--- config.mk ---
export PLATFORM = sky130hd
export DESIGN_NAME = can_mode_ctrl
export DESIGN_NICKNAME = d
export VERILOG_FILES = /design/src/hw/can_mode_pkg.sv /design/src/hw/can_mode_ctrl.sv
export VERILOG_INCLUDE_DIRS = /design/src /design/src/hw
export SDC_FILE = /design/constraint.sdc
export NUM_CORES = 1
export LEC_CHECK = 0
export BUFFER_PORTS_ARGS = -buffer_cell sky130_fd_sc_hd__clkbuf_2
export CORE_MARGIN = 2
export CORE_UTILIZATION = 52
export CTS_BUF_LIST = sky130_fd_sc_hd__clkbuf_8 sky130_fd_sc_hd__clkbuf_16
export DETAILED_ROUTE_END_ITERATION = 10
export PLACE_DENSITY_LB_ADDON = 0.05
export SYNTH_ARGS = -nofsm -noshare
export SYNTH_HDL_FRONTEND = slang
export SYNTH_SLANG_ARGS = --single-unit
--- constraint.sdc ---
create_clock -name i_clk -period 11.2 [get_ports i_clk]
set_clock_uncertainty 0.2 [all_clocks]
set_input_delay 1.12 -clock i_clk [delete_from_list [all_inputs] [get_ports i_clk]]
set_output_delay 1.12 -clock i_clk [all_outputs]
set_load 0.03 [all_outputs]
--- src/hw/can_mode_defines.svh ---
`ifndef CAN_MODE_DEFINES_SVH
`define CAN_MODE_DEFINES_SVH
`define OFF_CTRL1 8'h00
`define OFF_CFG2 8'h04
`define OFF_BAUD 8'h08
`define OFF_STAT 8'h0c
`define OFF_ERRC 8'h10
`define OFF_FILT 8'h14
`define OFF_PRIO 8'h18
`define REQ_LSB 8
`define OPM_LSB 5
`define ABORT_ALL_BIT 12
`define WAKE_LP_BIT 14
`define MODE_NORMAL 3'h0
`define MODE_DISABLE 3'h1
`define MODE_LOOPBACK 3'h2
`define MODE_LISTEN_ONLY 3'h3
`define MODE_CONFIG 3'h4
`define MODE_LISTEN_ALL 3'h7
`define MODE_RST 3'h4
`define IDLE_BITS 4'hb
`define MAX_OVERLOAD 2'h2
`define STD_ID_BITS 5'h0b
`define EXT_ID_BITS 5'h12
`define MAX_DATA_BYTES 4'h8
`define MIN_BIT_TIME_NS 1000
`define CLK_PERIOD_NS 5
`define MIN_BIT_CLKS ((`MIN_BIT_TIME_NS + `CLK_PERIOD_NS - 1) / `CLK_PERIOD_NS)
`define RESP_OKAY 2'h0
`define RESP_SLVERR 2'h2
`endif

--- src/hw/can_mode_pkg.sv ---
package can_mode_pkg;
  typedef logic [2:0] mode_code_t;
  typedef struct packed {
    logic tx_en;
    logic rx_en;
    logic err_sig_en;
    logic err_cnt_en;
    logic accept_all;
    logic loopback;
  } eng_ctl_t;
  typedef struct packed {
    logic tx_err;
    logic rx_err;
  } err_evt_t;
endpackage

--- src/hw/can_mode_ctrl.sv ---
`include "can_mode_defines.svh"
module can_mode_ctrl
  import can_mode_pkg::*;
#(
  parameter int ADDR_W = 8,
  parameter int NUM_TXB = 8,
  parameter int NUM_RXB = 32,
  parameter int NUM_FILT = 16,
  parameter int NUM_MASK = 3,
  parameter int WAKE_FILT_CLKS = 40
)
(
  // Clock and reset.
  input wire logic i_clk,
  input wire logic i_rst_n,
  // Register bus.
  input wire logic [ADDR_W-1:0] i_s_axi_awaddr,
  input wire logic i_s_axi_awvalid,
  output logic o_s_axi_awready,
  input wire logic [31:0] i_s_axi_wdata,
  input wire logic [3:0] i_s_axi_wstrb,
  input wire logic i_s_axi_wvalid,
  output logic o_s_axi_wready,
  output logic [1:0] o_s_axi_bresp,
  output logic o_s_axi_bvalid,
  input wire logic i_s_axi_bready,
  input wire logic [ADDR_W-1:0] i_s_axi_araddr,
  input wire logic i_s_axi_arvalid,
  output logic o_s_axi_arready,
  output logic [31:0] o_s_axi_rdata,
  output logic [1:0] o_s_axi_rresp,
  output logic o_s_axi_rvalid,
  input wire logic i_s_axi_rready,
  // Bus pins.
  input wire logic i_bus_receive_pin,
  output logic o_bus_transmit_pin,
  output logic o_bus_transmit_pin_oe,
  output logic o_bus_receive_pin_owned,
  // Protocol engine.
  input wire logic i_eng_tx,
  output logic o_eng_rx,
  output eng_ctl_t o_eng_ctl,
  output logic o_bit_tick,
  input wire err_evt_t i_err_evt,
  input wire logic i_tx_busy,
  input wire logic i_tx_done,
  output logic o_tx_go,
  output logic [$clog2(NUM_TXB)-1:0] o_tx_buf,
  input wire logic i_remote_match,
  input wire logic [$clog2(NUM_TXB)-1:0] i_remote_buf,
  input wire logic i_ovl_need,
  input wire logic i_frame_start,
  output logic o_ovl_send,
  input wire logic i_err_detect,
  output logic o_err_frame_send,
  input wire logic i_rx_ide,
  output logic [4:0] o_id_bits,
  input wire logic [3:0] i_rx_dlc,
  output logic [3:0] o_rx_len,
  input wire logic i_rx_checked,
  input wire logic [NUM_FILT-1:0] i_filt_hit,
  output logic o_rx_store,
  output logic [$clog2(NUM_RXB)-1:0] o_rx_buf
);
  localparam int TXB_W = $clog2(NUM_TXB);
  localparam int RXB_W = $clog2(NUM_RXB);
  localparam int LP_W = $clog2(WAKE_FILT_CLKS+1);

  function automatic logic [31:0] merge(input logic [31:0] old_v,
                                        input logic [31:0] new_v,
                                        input logic [3:0] strb);
    logic [31:0] res;
    res = old_v;
    for (int i = 0; i < 4; i++)
    begin
      if (strb[i])
      begin
        res[i*8 +: 8] = new_v[i*8 +: 8];
      end
    end
    return res;
  endfunction

  function automatic logic mode_legal(input mode_code_t m);
    return (m != 3'h5) && (m != 3'h6);
  endfunction

  // Highest software priority wins; on a tie the higher buffer index wins.
  function automatic logic [TXB_W-1:0] pick(input logic [NUM_TXB-1:0] req,
                                            input logic [2*NUM_TXB-1:0] pri);
    logic [TXB_W-1:0] best;
    logic [2:0] best_p;
    best = '0;
    best_p = 3'h0;
    for (int i = 0; i < NUM_TXB; i++)
    begin
      if (req[i] && ({1'b1, pri[2*i +: 2]} >= best_p))
      begin
        best = TXB_W'(i);
        best_p = {1'b1, pri[2*i +: 2]};
      end
    end
    return best;
  endfunction

  logic aw_held_r, w_held_r, bvalid_r, rvalid_r;
  logic [ADDR_W-1:0] awaddr_r;
  logic [31:0] wdata_r, rdata_r;
  logic [3:0] wstrb_r;
  logic [1:0] bresp_r;
  mode_code_t req_r, mode_r;
  logic wake_lp_en_r, wake_flag_r, abort_all;
  logic [15:0] baud_r, bit_cnt_r;
  logic [NUM_FILT-1:0] filt_en_r;
  logic [2*NUM_TXB-1:0] prio_r;
  logic [NUM_TXB-1:0] tx_request_flag_r, tx_aborted_flag_r;
  logic [TXB_W-1:0] cur_buf_r;
  logic [7:0] tx_err_cnt_r, rx_err_cnt_r;
  logic rx_meta_r, rx_sync_r, rx_lp_r, wake_prev_r;
  logic [LP_W-1:0] lp_cnt_r;
  logic [3:0] rec_cnt_r;
  logic [1:0] ovl_cnt_r;
  logic wr_fire, wr_prot, wr_ok, tick, idle, mode_chg, wake_rx;
  logic filt_active, dis_wr, abort_now;
  logic [31:0] rd_mux;
  logic [31:0] cfg2_nxt, baud_nxt, filt_nxt, prio_nxt;

  // Register bus slave: address and data are caught in either order.
  assign o_s_axi_awready = !aw_held_r && !bvalid_r;
  assign o_s_axi_wready = !w_held_r && !bvalid_r;
  assign o_s_axi_arready = !rvalid_r;
  assign o_s_axi_bvalid = bvalid_r;
  assign o_s_axi_bresp = bresp_r;
  assign o_s_axi_rvalid = rvalid_r;
  assign o_s_axi_rdata = rdata_r;
  assign o_s_axi_rresp = `RESP_OKAY;
  assign wr_fire = aw_held_r && w_held_r && !bvalid_r;
  assign wr_prot = (awaddr_r == `OFF_CFG2) || (awaddr_r == `OFF_BAUD)
                || (awaddr_r == `OFF_FILT) || (awaddr_r == `OFF_PRIO);
  // A locked register is left alone and the write answers with an error.
  assign wr_ok = wr_fire && !(wr_prot && (mode_r != `MODE_CONFIG));

  always_ff @(posedge i_clk)
  begin
    if (!i_rst_n)
    begin
      aw_held_r <= 1'b0;
      w_held_r <= 1'b0;
      awaddr_r <= '0;
      wdata_r <= 32'h0;
      wstrb_r <= 4'h0;
    end
    else
    begin
      if (i_s_axi_awvalid && o_s_axi_awready)
      begin
        aw_held_r <= 1'b1;
        awaddr_r <= i_s_axi_awaddr;
      end
      else if (wr_fire)
      begin
        aw_held_r <= 1'b0;
      end
      if (i_s_axi_wvalid && o_s_axi_wready)
      begin
        w_held_r <= 1'b1;
        wdata_r <= i_s_axi_wdata;
        wstrb_r <= i_s_axi_wstrb;
      end
      else if (wr_fire)
      begin
        w_held_r <= 1'b0;
      end
    end
  end

  always_ff @(posedge i_clk)
  begin
    if (!i_rst_n)
    begin
      bvalid_r <= 1'b0;
      bresp_r <= `RESP_OKAY;
    end
    else if (wr_fire)
    begin
      bvalid_r <= 1'b1;
      bresp_r <= wr_ok ? `RESP_OKAY : `RESP_SLVERR;
      if (awaddr_r > `OFF_PRIO || awaddr_r[1:0] != 2'h0)
      begin
        bresp_r <= `RESP_SLVERR;
      end
    end
    else if (i_s_axi_bready)
    begin
      bvalid_r <= 1'b0;
    end
  end

  always_comb
  begin
    rd_mux = 32'h0;
    case (i_s_axi_araddr)
      `OFF_CTRL1: rd_mux = {21'h0, req_r, mode_r, 5'h0};
      `OFF_CFG2: rd_mux = {17'h0, wake_lp_en_r, 14'h0};
      `OFF_BAUD: rd_mux = {16'h0, baud_r};
      `OFF_STAT: rd_mux = {7'h0, idle, 7'h0, wake_flag_r, 8'(tx_aborted_flag_r), 8'(tx_request_flag_r)};
      `OFF_ERRC: rd_mux = {16'h0, tx_err_cnt_r, rx_err_cnt_r};
      `OFF_FILT: rd_mux = 32'(filt_en_r);
      `OFF_PRIO: rd_mux = 32'(prio_r);
      default: rd_mux = 32'h0;
    endcase
  end

  always_ff @(posedge i_clk)
  begin
    if (!i_rst_n)
    begin
      rvalid_r <= 1'b0;
      rdata_r <= 32'h0;
    end
    else if (i_s_axi_arvalid && o_s_axi_arready)
    begin
      rvalid_r <= 1'b1;
      rdata_r <= rd_mux;
    end
    else if (i_s_axi_rready)
    begin
      rvalid_r <= 1'b0;
    end
  end

  // Byte strobes merge into the current contents, so a partial write keeps the rest.
  assign cfg2_nxt = merge({17'h0, wake_lp_en_r, 14'h0}, wdata_r, wstrb_r);
  assign baud_nxt = merge({16'h0, baud_r}, wdata_r, wstrb_r);
  assign filt_nxt = merge(32'(filt_en_r), wdata_r, wstrb_r);
  assign prio_nxt = merge(32'(prio_r), wdata_r, wstrb_r);

  // Software-written configuration that steers the block.
  always_ff @(posedge i_clk)
  begin
    if (!i_rst_n)
    begin
      wake_lp_en_r <= 1'b0;
      baud_r <= 16'(`MIN_BIT_CLKS);
      filt_en_r <= '0;
      prio_r <= '0;
    end
    else if (wr_ok)
    begin
      if (awaddr_r == `OFF_CFG2)
      begin
        wake_lp_en_r <= cfg2_nxt[`WAKE_LP_BIT];
      end
      if (awaddr_r == `OFF_BAUD)
      begin
        // Bit times shorter than one microsecond are raised to it.
        baud_r <= (baud_nxt[15:0] < 16'(`MIN_BIT_CLKS)) ? 16'(`MIN_BIT_CLKS)
                : baud_nxt[15:0];
      end
      if (awaddr_r == `OFF_FILT)
      begin
        filt_en_r <= filt_nxt[NUM_FILT-1:0];
      end
      if (awaddr_r == `OFF_PRIO)
      begin
        prio_r <= prio_nxt[2*NUM_TXB-1:0];
      end
    end
  end

  // Bit-rate enable.
  assign tick = (bit_cnt_r == 16'h0);
  assign o_bit_tick = tick;
  always_ff @(posedge i_clk)
  begin
    if (!i_rst_n)
    begin
      bit_cnt_r <= 16'h0;
    end
    else
    begin
      bit_cnt_r <= tick ? baud_r - 16'h1 : bit_cnt_r - 16'h1;
    end
  end

  // Receive pin synchroniser and sleep low-pass filter.
  always_ff @(posedge i_clk)
  begin
    if (!i_rst_n)
    begin
      rx_meta_r <= 1'b1;
      rx_sync_r <= 1'b1;
    end
    else
    begin
      rx_meta_r <= i_bus_receive_pin;
      rx_sync_r <= rx_meta_r;
    end
  end

  // A short glitch on a sleeping bus must not count as wake-up activity.
  always_ff @(posedge i_clk)
  begin
    if (!i_rst_n)
    begin
      lp_cnt_r <= '0;
      rx_lp_r <= 1'b1;
    end
    else if (rx_sync_r)
    begin
      lp_cnt_r <= '0;
      rx_lp_r <= 1'b1;
    end
    else if (lp_cnt_r == LP_W'(WAKE_FILT_CLKS))
    begin
      rx_lp_r <= 1'b0;
    end
    else
    begin
      lp_cnt_r <= lp_cnt_r + 1'b1;
    end
  end

  assign filt_active = wake_lp_en_r && (mode_r == `MODE_DISABLE);
  assign wake_rx = filt_active ? rx_lp_r : rx_sync_r;
  assign o_eng_rx = o_eng_ctl.loopback ? i_eng_tx : rx_sync_r;

  // Idle detector; a mode change restarts the count so that a new mode
  // also waits for a fresh idle stretch before its first transmission.
  assign idle = (rec_cnt_r == `IDLE_BITS);
  always_ff @(posedge i_clk)
  begin
    if (!i_rst_n)
    begin
      rec_cnt_r <= 4'h0;
    end
    else if (mode_chg)
    begin
      rec_cnt_r <= 4'h0;
    end
    else if (tick)
    begin
      if (!o_eng_rx)
      begin
        rec_cnt_r <= 4'h0;
      end
      else if (!idle)
      begin
        rec_cnt_r <= rec_cnt_r + 4'h1;
      end
    end
  end

  // Mode request and acknowledge.
  assign mode_chg = mode_legal(req_r) && (req_r != mode_r) && idle
                 && !((req_r == `MODE_CONFIG) && i_tx_busy);
  assign dis_wr = wr_ok && (awaddr_r == `OFF_CTRL1) && wstrb_r[1]
               && (wdata_r[`REQ_LSB +: 3] == `MODE_DISABLE);
  assign abort_all = wr_ok && (awaddr_r == `OFF_CTRL1) && wstrb_r[1]
                  && wdata_r[`ABORT_ALL_BIT];
  assign abort_now = (dis_wr || abort_all) && !i_tx_busy;

  always_ff @(posedge i_clk)
  begin
    if (!i_rst_n)
    begin
      req_r <= `MODE_RST;
    end
    else if (wr_fire && (awaddr_r == `OFF_CTRL1) && wstrb_r[1])
    begin
      req_r <= wdata_r[`REQ_LSB +: 3];
    end
  end

  always_ff @(posedge i_clk)
  begin
    if (!i_rst_n)
    begin
      mode_r <= `MODE_RST;
    end
    else if (mode_chg)
    begin
      mode_r <= req_r;
    end
  end

  // Per-mode engine and pin control.
  always_comb
  begin
    o_eng_ctl = '0;
    o_bus_transmit_pin_oe = 1'b0;
    o_bus_receive_pin_owned = 1'b0;
    case (mode_r)
      `MODE_NORMAL:
      begin
        o_eng_ctl = '{1'b1, 1'b1, 1'b1, 1'b1, 1'b0, 1'b0};
        o_bus_transmit_pin_oe = 1'b1;
        o_bus_receive_pin_owned = 1'b1;
      end
      `MODE_LISTEN_ONLY:
      begin
        o_eng_ctl = '{1'b0, 1'b1, 1'b0, 1'b0, 1'b0, 1'b0};
        o_bus_receive_pin_owned = 1'b1;
      end
      `MODE_LISTEN_ALL:
      begin
        o_eng_ctl = '{1'b0, 1'b1, 1'b0, 1'b0, 1'b1, 1'b0};
        o_bus_receive_pin_owned = 1'b1;
      end
      `MODE_LOOPBACK:
      begin
        o_eng_ctl = '{1'b1, 1'b1, 1'b1, 1'b1, 1'b0, 1'b1};
      end
      default:
      begin
        o_eng_ctl = '0;
      end
    endcase
  end
  assign o_bus_transmit_pin = o_bus_transmit_pin_oe ? i_eng_tx : 1'b1;

  // Wake-up flag, cleared by writing one; a new event wins over the clear.
  always_ff @(posedge i_clk)
  begin
    if (!i_rst_n)
    begin
      wake_flag_r <= 1'b0;
      wake_prev_r <= 1'b1;
    end
    else
    begin
      wake_prev_r <= wake_rx;
      if ((mode_r == `MODE_DISABLE) && wake_prev_r && !wake_rx)
      begin
        wake_flag_r <= 1'b1;
      end
      else if (wr_ok && (awaddr_r == `OFF_STAT) && wstrb_r[2] && wdata_r[16])
      begin
        wake_flag_r <= 1'b0;
      end
    end
  end

  // Error counters: cleared in configuration, frozen when not counting.
  always_ff @(posedge i_clk)
  begin
    if (!i_rst_n)
    begin
      tx_err_cnt_r <= 8'h0;
      rx_err_cnt_r <= 8'h0;
    end
    else if (mode_r == `MODE_CONFIG)
    begin
      tx_err_cnt_r <= 8'h0;
      rx_err_cnt_r <= 8'h0;
    end
    else if (o_eng_ctl.err_cnt_en)
    begin
      if (i_err_evt.tx_err && tx_err_cnt_r != 8'hff)
      begin
        tx_err_cnt_r <= tx_err_cnt_r + 8'h1;
      end
      if (i_err_evt.rx_err && rx_err_cnt_r != 8'hff)
      begin
        rx_err_cnt_r <= rx_err_cnt_r + 8'h1;
      end
    end
  end

  // Transmit requests. The engine must raise busy the cycle after go.
  assign o_tx_buf = pick(tx_request_flag_r, prio_r);
  assign o_tx_go = (|tx_request_flag_r) && o_eng_ctl.tx_en && idle && !i_tx_busy;
  always_ff @(posedge i_clk)
  begin
    if (!i_rst_n)
    begin
      tx_request_flag_r <= '0;
      tx_aborted_flag_r <= '0;
      cur_buf_r <= '0;
    end
    else
    begin
      if (o_tx_go)
      begin
        cur_buf_r <= o_tx_buf;
      end
      if (abort_now)
      begin
        tx_aborted_flag_r <= tx_aborted_flag_r | tx_request_flag_r;
        tx_request_flag_r <= '0;
      end
      else
      begin
        if (wr_ok && (awaddr_r == `OFF_STAT) && wstrb_r[1])
        begin
          tx_aborted_flag_r <= tx_aborted_flag_r & ~wdata_r[8 +: NUM_TXB];
        end
        if (wr_ok && (awaddr_r == `OFF_STAT) && wstrb_r[0])
        begin
          tx_request_flag_r <= tx_request_flag_r | wdata_r[NUM_TXB-1:0];
        end
        if (i_tx_done)
        begin
          tx_request_flag_r[cur_buf_r] <= 1'b0;
        end
        if (i_remote_match)
        begin
          tx_request_flag_r[i_remote_buf] <= 1'b1;
        end
      end
    end
  end

  // Overload and error frame requests to the engine.
  always_ff @(posedge i_clk)
  begin
    if (!i_rst_n)
    begin
      ovl_cnt_r <= 2'h0;
      o_ovl_send <= 1'b0;
      o_err_frame_send <= 1'b0;
    end
    else
    begin
      o_ovl_send <= 1'b0;
      o_err_frame_send <= i_err_detect && o_eng_ctl.err_sig_en;
      if (i_frame_start)
      begin
        ovl_cnt_r <= 2'h0;
      end
      else if (i_ovl_need && o_eng_ctl.err_sig_en && ovl_cnt_r < `MAX_OVERLOAD)
      begin
        ovl_cnt_r <= ovl_cnt_r + 2'h1;
        o_ovl_send <= 1'b1;
      end
    end
  end

  // Frame format helpers and receive storage decision.
  always_ff @(posedge i_clk)
  begin
    if (!i_rst_n)
    begin
      o_id_bits <= `STD_ID_BITS;
      o_rx_len <= 4'h0;
      o_rx_store <= 1'b0;
      o_rx_buf <= '0;
    end
    else
    begin
      o_id_bits <= i_rx_ide ? `STD_ID_BITS + `EXT_ID_BITS : `STD_ID_BITS;
      o_rx_len <= (i_rx_dlc > `MAX_DATA_BYTES) ? `MAX_DATA_BYTES : i_rx_dlc;
      o_rx_store <= i_rx_checked && o_eng_ctl.rx_en
                 && (o_eng_ctl.accept_all || |(i_filt_hit & filt_en_r));
      if (i_rx_checked && o_eng_ctl.rx_en)
      begin
        o_rx_buf <= o_rx_buf + 1'b1;
      end
    end
  end
endmodule // can_mode_ctrl

==> results.yml <==
cts:
  cts_tree: "built"
  path_clk_slew_ns: 0.07
  numCtsBuffers: 17
  ctsRootBufferMaster: "clkbuf_16"
  htree_levels: 4
  ctsResizeCount: 0
  clk_path_buf_depth: 2
  postCtsSetupBuffers: 0
  clk_latency_ns: 0.44
  hold_buffers: 0
  numClockSinks: 188
power:
  p_switching_uw: 508
  pwr-share-comb_pct: 17.4
  power_switching_share_pct: 29.8
  p_leak_uw: 0.00422
  power-per-cell-area_nw_per_um2: 161
  clockPowerShare_pct: 38.6
  seqPwrFrac_pct: 44.0
  p_int_uw: 1200
  peakVddDrop_mv: 0.127
die:
  initial_utilization_pct: 53.5
  ios: 167
  die_h_um: 138
  die-area_um2: 18900
  die_w_um: 138
  core_um2: 17400
  fp-row-count: 48
sta:
  finalCritPeriodShare_pct: 92.7
  fin_hold_ws_ns: 0.212
  slew_violations: 0
  max_freq_mhz: 96.4
  tightest_slew_ns: 1.24
  min_period_ns: 10.38
  final_hold_viol_count: 0
  setup_viol: 0
  setup_tns_ns: 0
  slew_headroom_pct: 17.1
  rsz0062_at_grt: "no"
logic_synthesis:
  syn_area_per_cell_um2: 8.12
  yosys.area.top_type: "dfxtp_1"
  synthCells: 1144
  synth-seq-cells: 188
  synthArstFlopShare_pct: 0
  syn-cell-area_um2: 9290
  synth_top_area_share_pct: 40.5
  synth_area_leaders: "dfxtp_1, nand2_1, a21oi_1"
  ys_warn_count: 0
  synth_most_common_cell: "dfxtp_1"
  synth-edff-count: 0
  yosysUniqueCellTypes: 75
  synth_commonest_cells: "dfxtp_1, nand2_1, a21oi_1"
  synth-main-ff-cell: "dfxtp_1"
  yosysSeqAreaShare_pct: 40.5
grt:
  grt_overflow_total: 0
  grt_max_degree: 86
  grt_util_all_layers_pct: 28.4
  first_global_vias: 7542
  grt_pass1_wl_um: 41100
  antenna_found_initial: 0
detailed_routing:
  drt_first_pass_iters: 7
  ant_nets: 0
  num_vias: 8688
  drt-initial-drc-count: 634
  drt-vias-per-instance: 5.89
  totalWireLength_um: 26600
  drc: 0
  wl_per_cell_um: 18.0
finish:
  final_nets: 1351
  antenna_cells: 0
  final_layout_size_suffix_gt1_share_pct: 15.6
  final_core_util_pct: 60.9
  design_area_um2: 10600
  syn_to_final_growth_pct: 13.7
placed_design:
  io_buffers: 131
  hpwl_um: 19200
  postPlaceCellArea_um2: 9920
  place.gp.congestion: 0.936
setup_path:
  crit_arrival_ns: 9.06
  crit_path_start_kind: "flop"
  timing.critical_path.mode_cell: "ha_1"
  crit_fanout: 9
  cp_slowest_cell: "dfxtp_1"
  max_stage_delay_ns: 0.51
  worstPathRequired_ns: 9.88
  path_class: "flop to output port"
  end_kind: "output port"
outcome:
  status: "finished clean"
min_path:
  hold_class: "flop to flop"
run:
  drv_cap: 0
placed cells by master (no fill, tap or decap), types with 5 or more instances in the layout:
cell and instances:
a222oi_1 10, ha_1 21, a31oi_1 10, o21ai_0 42, nand4_1 12, clkbuf_16 17, o22ai_1 8, o211ai_1 10
a22o_1 20, and2_1 18, conb_1 19, or3_1 11, a21oi_1 120, nand2b_1 21, nand3_1 37, a221oi_1 5
inv_1 43, xor2_1 21, clkbuf_2 131, o21a_1 6, dfxtp_1 188, nor3_1 27, nor2_1 91, and3_1 9
xnor2_1 13, mux2_2 15, mux2i_1 20, a22oi_1 8, nand2_1 182, nor4_1 9
power by group through the flow:
stage / sequential, uW / combinational [uW] / clock (uW)
floorplan: 746 / 245 / 0
global placement: 762 / 288 / 0
detailed placement: 761 / 292 / 0
CTS: 748 / 294 / 662
global route: 754 / 330 / 690
finish: 749 / 296 / 658
area by class of cell:
cell class                      count  area [um^2]
Clock buffer                       19          453
Multi-Input combinational cell    850         5020
Inverter                           44          166
Fill cell                        1611         6790
Tap cell                          225          282
Sequential cell                   188         3760
Clock inverter                     13          188
Timing Repair Buffer              135          686
stage by stage:
stage               power [uW]  instances  worst slack [ns]
floorplan                  991       1161              2.18
CTS                       1700       1474             0.853
detailed placement        1050       1442              1.33
global route              1770       1474             0.111
global placement          1050       1442              1.44
finish                    1700       1474             0.822
flip-flops by register name, indices dropped and copies added, names as in the netlist, 16 cells and up:
signal         cells
baud_r            16
wdata_r           17
bit_cnt_r         16
o_s_axi_rdata     18
filt_en_r         16
prio_r            16
path summary, 6_finish.rpt:
check	cells past startpoint	end	startpoint	slack (ns)
min	1	rx_sync_r	rx_meta_r	0.21
max	44	o_tx_buf[1]	tx_request_flag_r[0]	0.82
min reg2reg	1	rx_sync_r	rx_meta_r	0.21
max reg2reg	43	cur_buf_r[2]	tx_request_flag_r[0]	2.36
routing by layer:
| metal | vias to the layer above | track usage (%) | wire, um |
|---|---|---|---|
| met1 | 4104 | 40.5 | 12200 |
| met5 | - | 0 | 0 |
| met2 | 344 | 43.3 | 11800 |
| met3 | 47 | 4.82 | 1920 |
| met4 | 0 | 9.62 | 689 |
| li1 | 4193 | - | - |
kinds of logic (layout without fill, tap and decap cells):
kind of cell | count (synthesis) | in the layout | share of synthesized area, %
AND/OR/NAND/NOR | 448 | 448 | 22.8
AO/OA/AOI/OAI | 293 | 293 | 20.5
flip-flops | 188 | 188 | 40.5
XOR/XNOR | 34 | 34 | 3.21
other | 2 | 19 | 0.0809
buffers and inverters | 123 | 211 | 6.12
multiplexers | 35 | 35 | 3.97
adder cells (fa/ha/maj) | 21 | 21 | 2.83
critical path, delay by kind of cell, from the launching register on:
kind	cells	cell delay (ns)
flops	1	0.51
compound gates	19	4.10
fa+ha+maj	7	1.71
simple gates	14	1.92
buf+inv	4	0.37
Power figures use the tool's default switching activity.
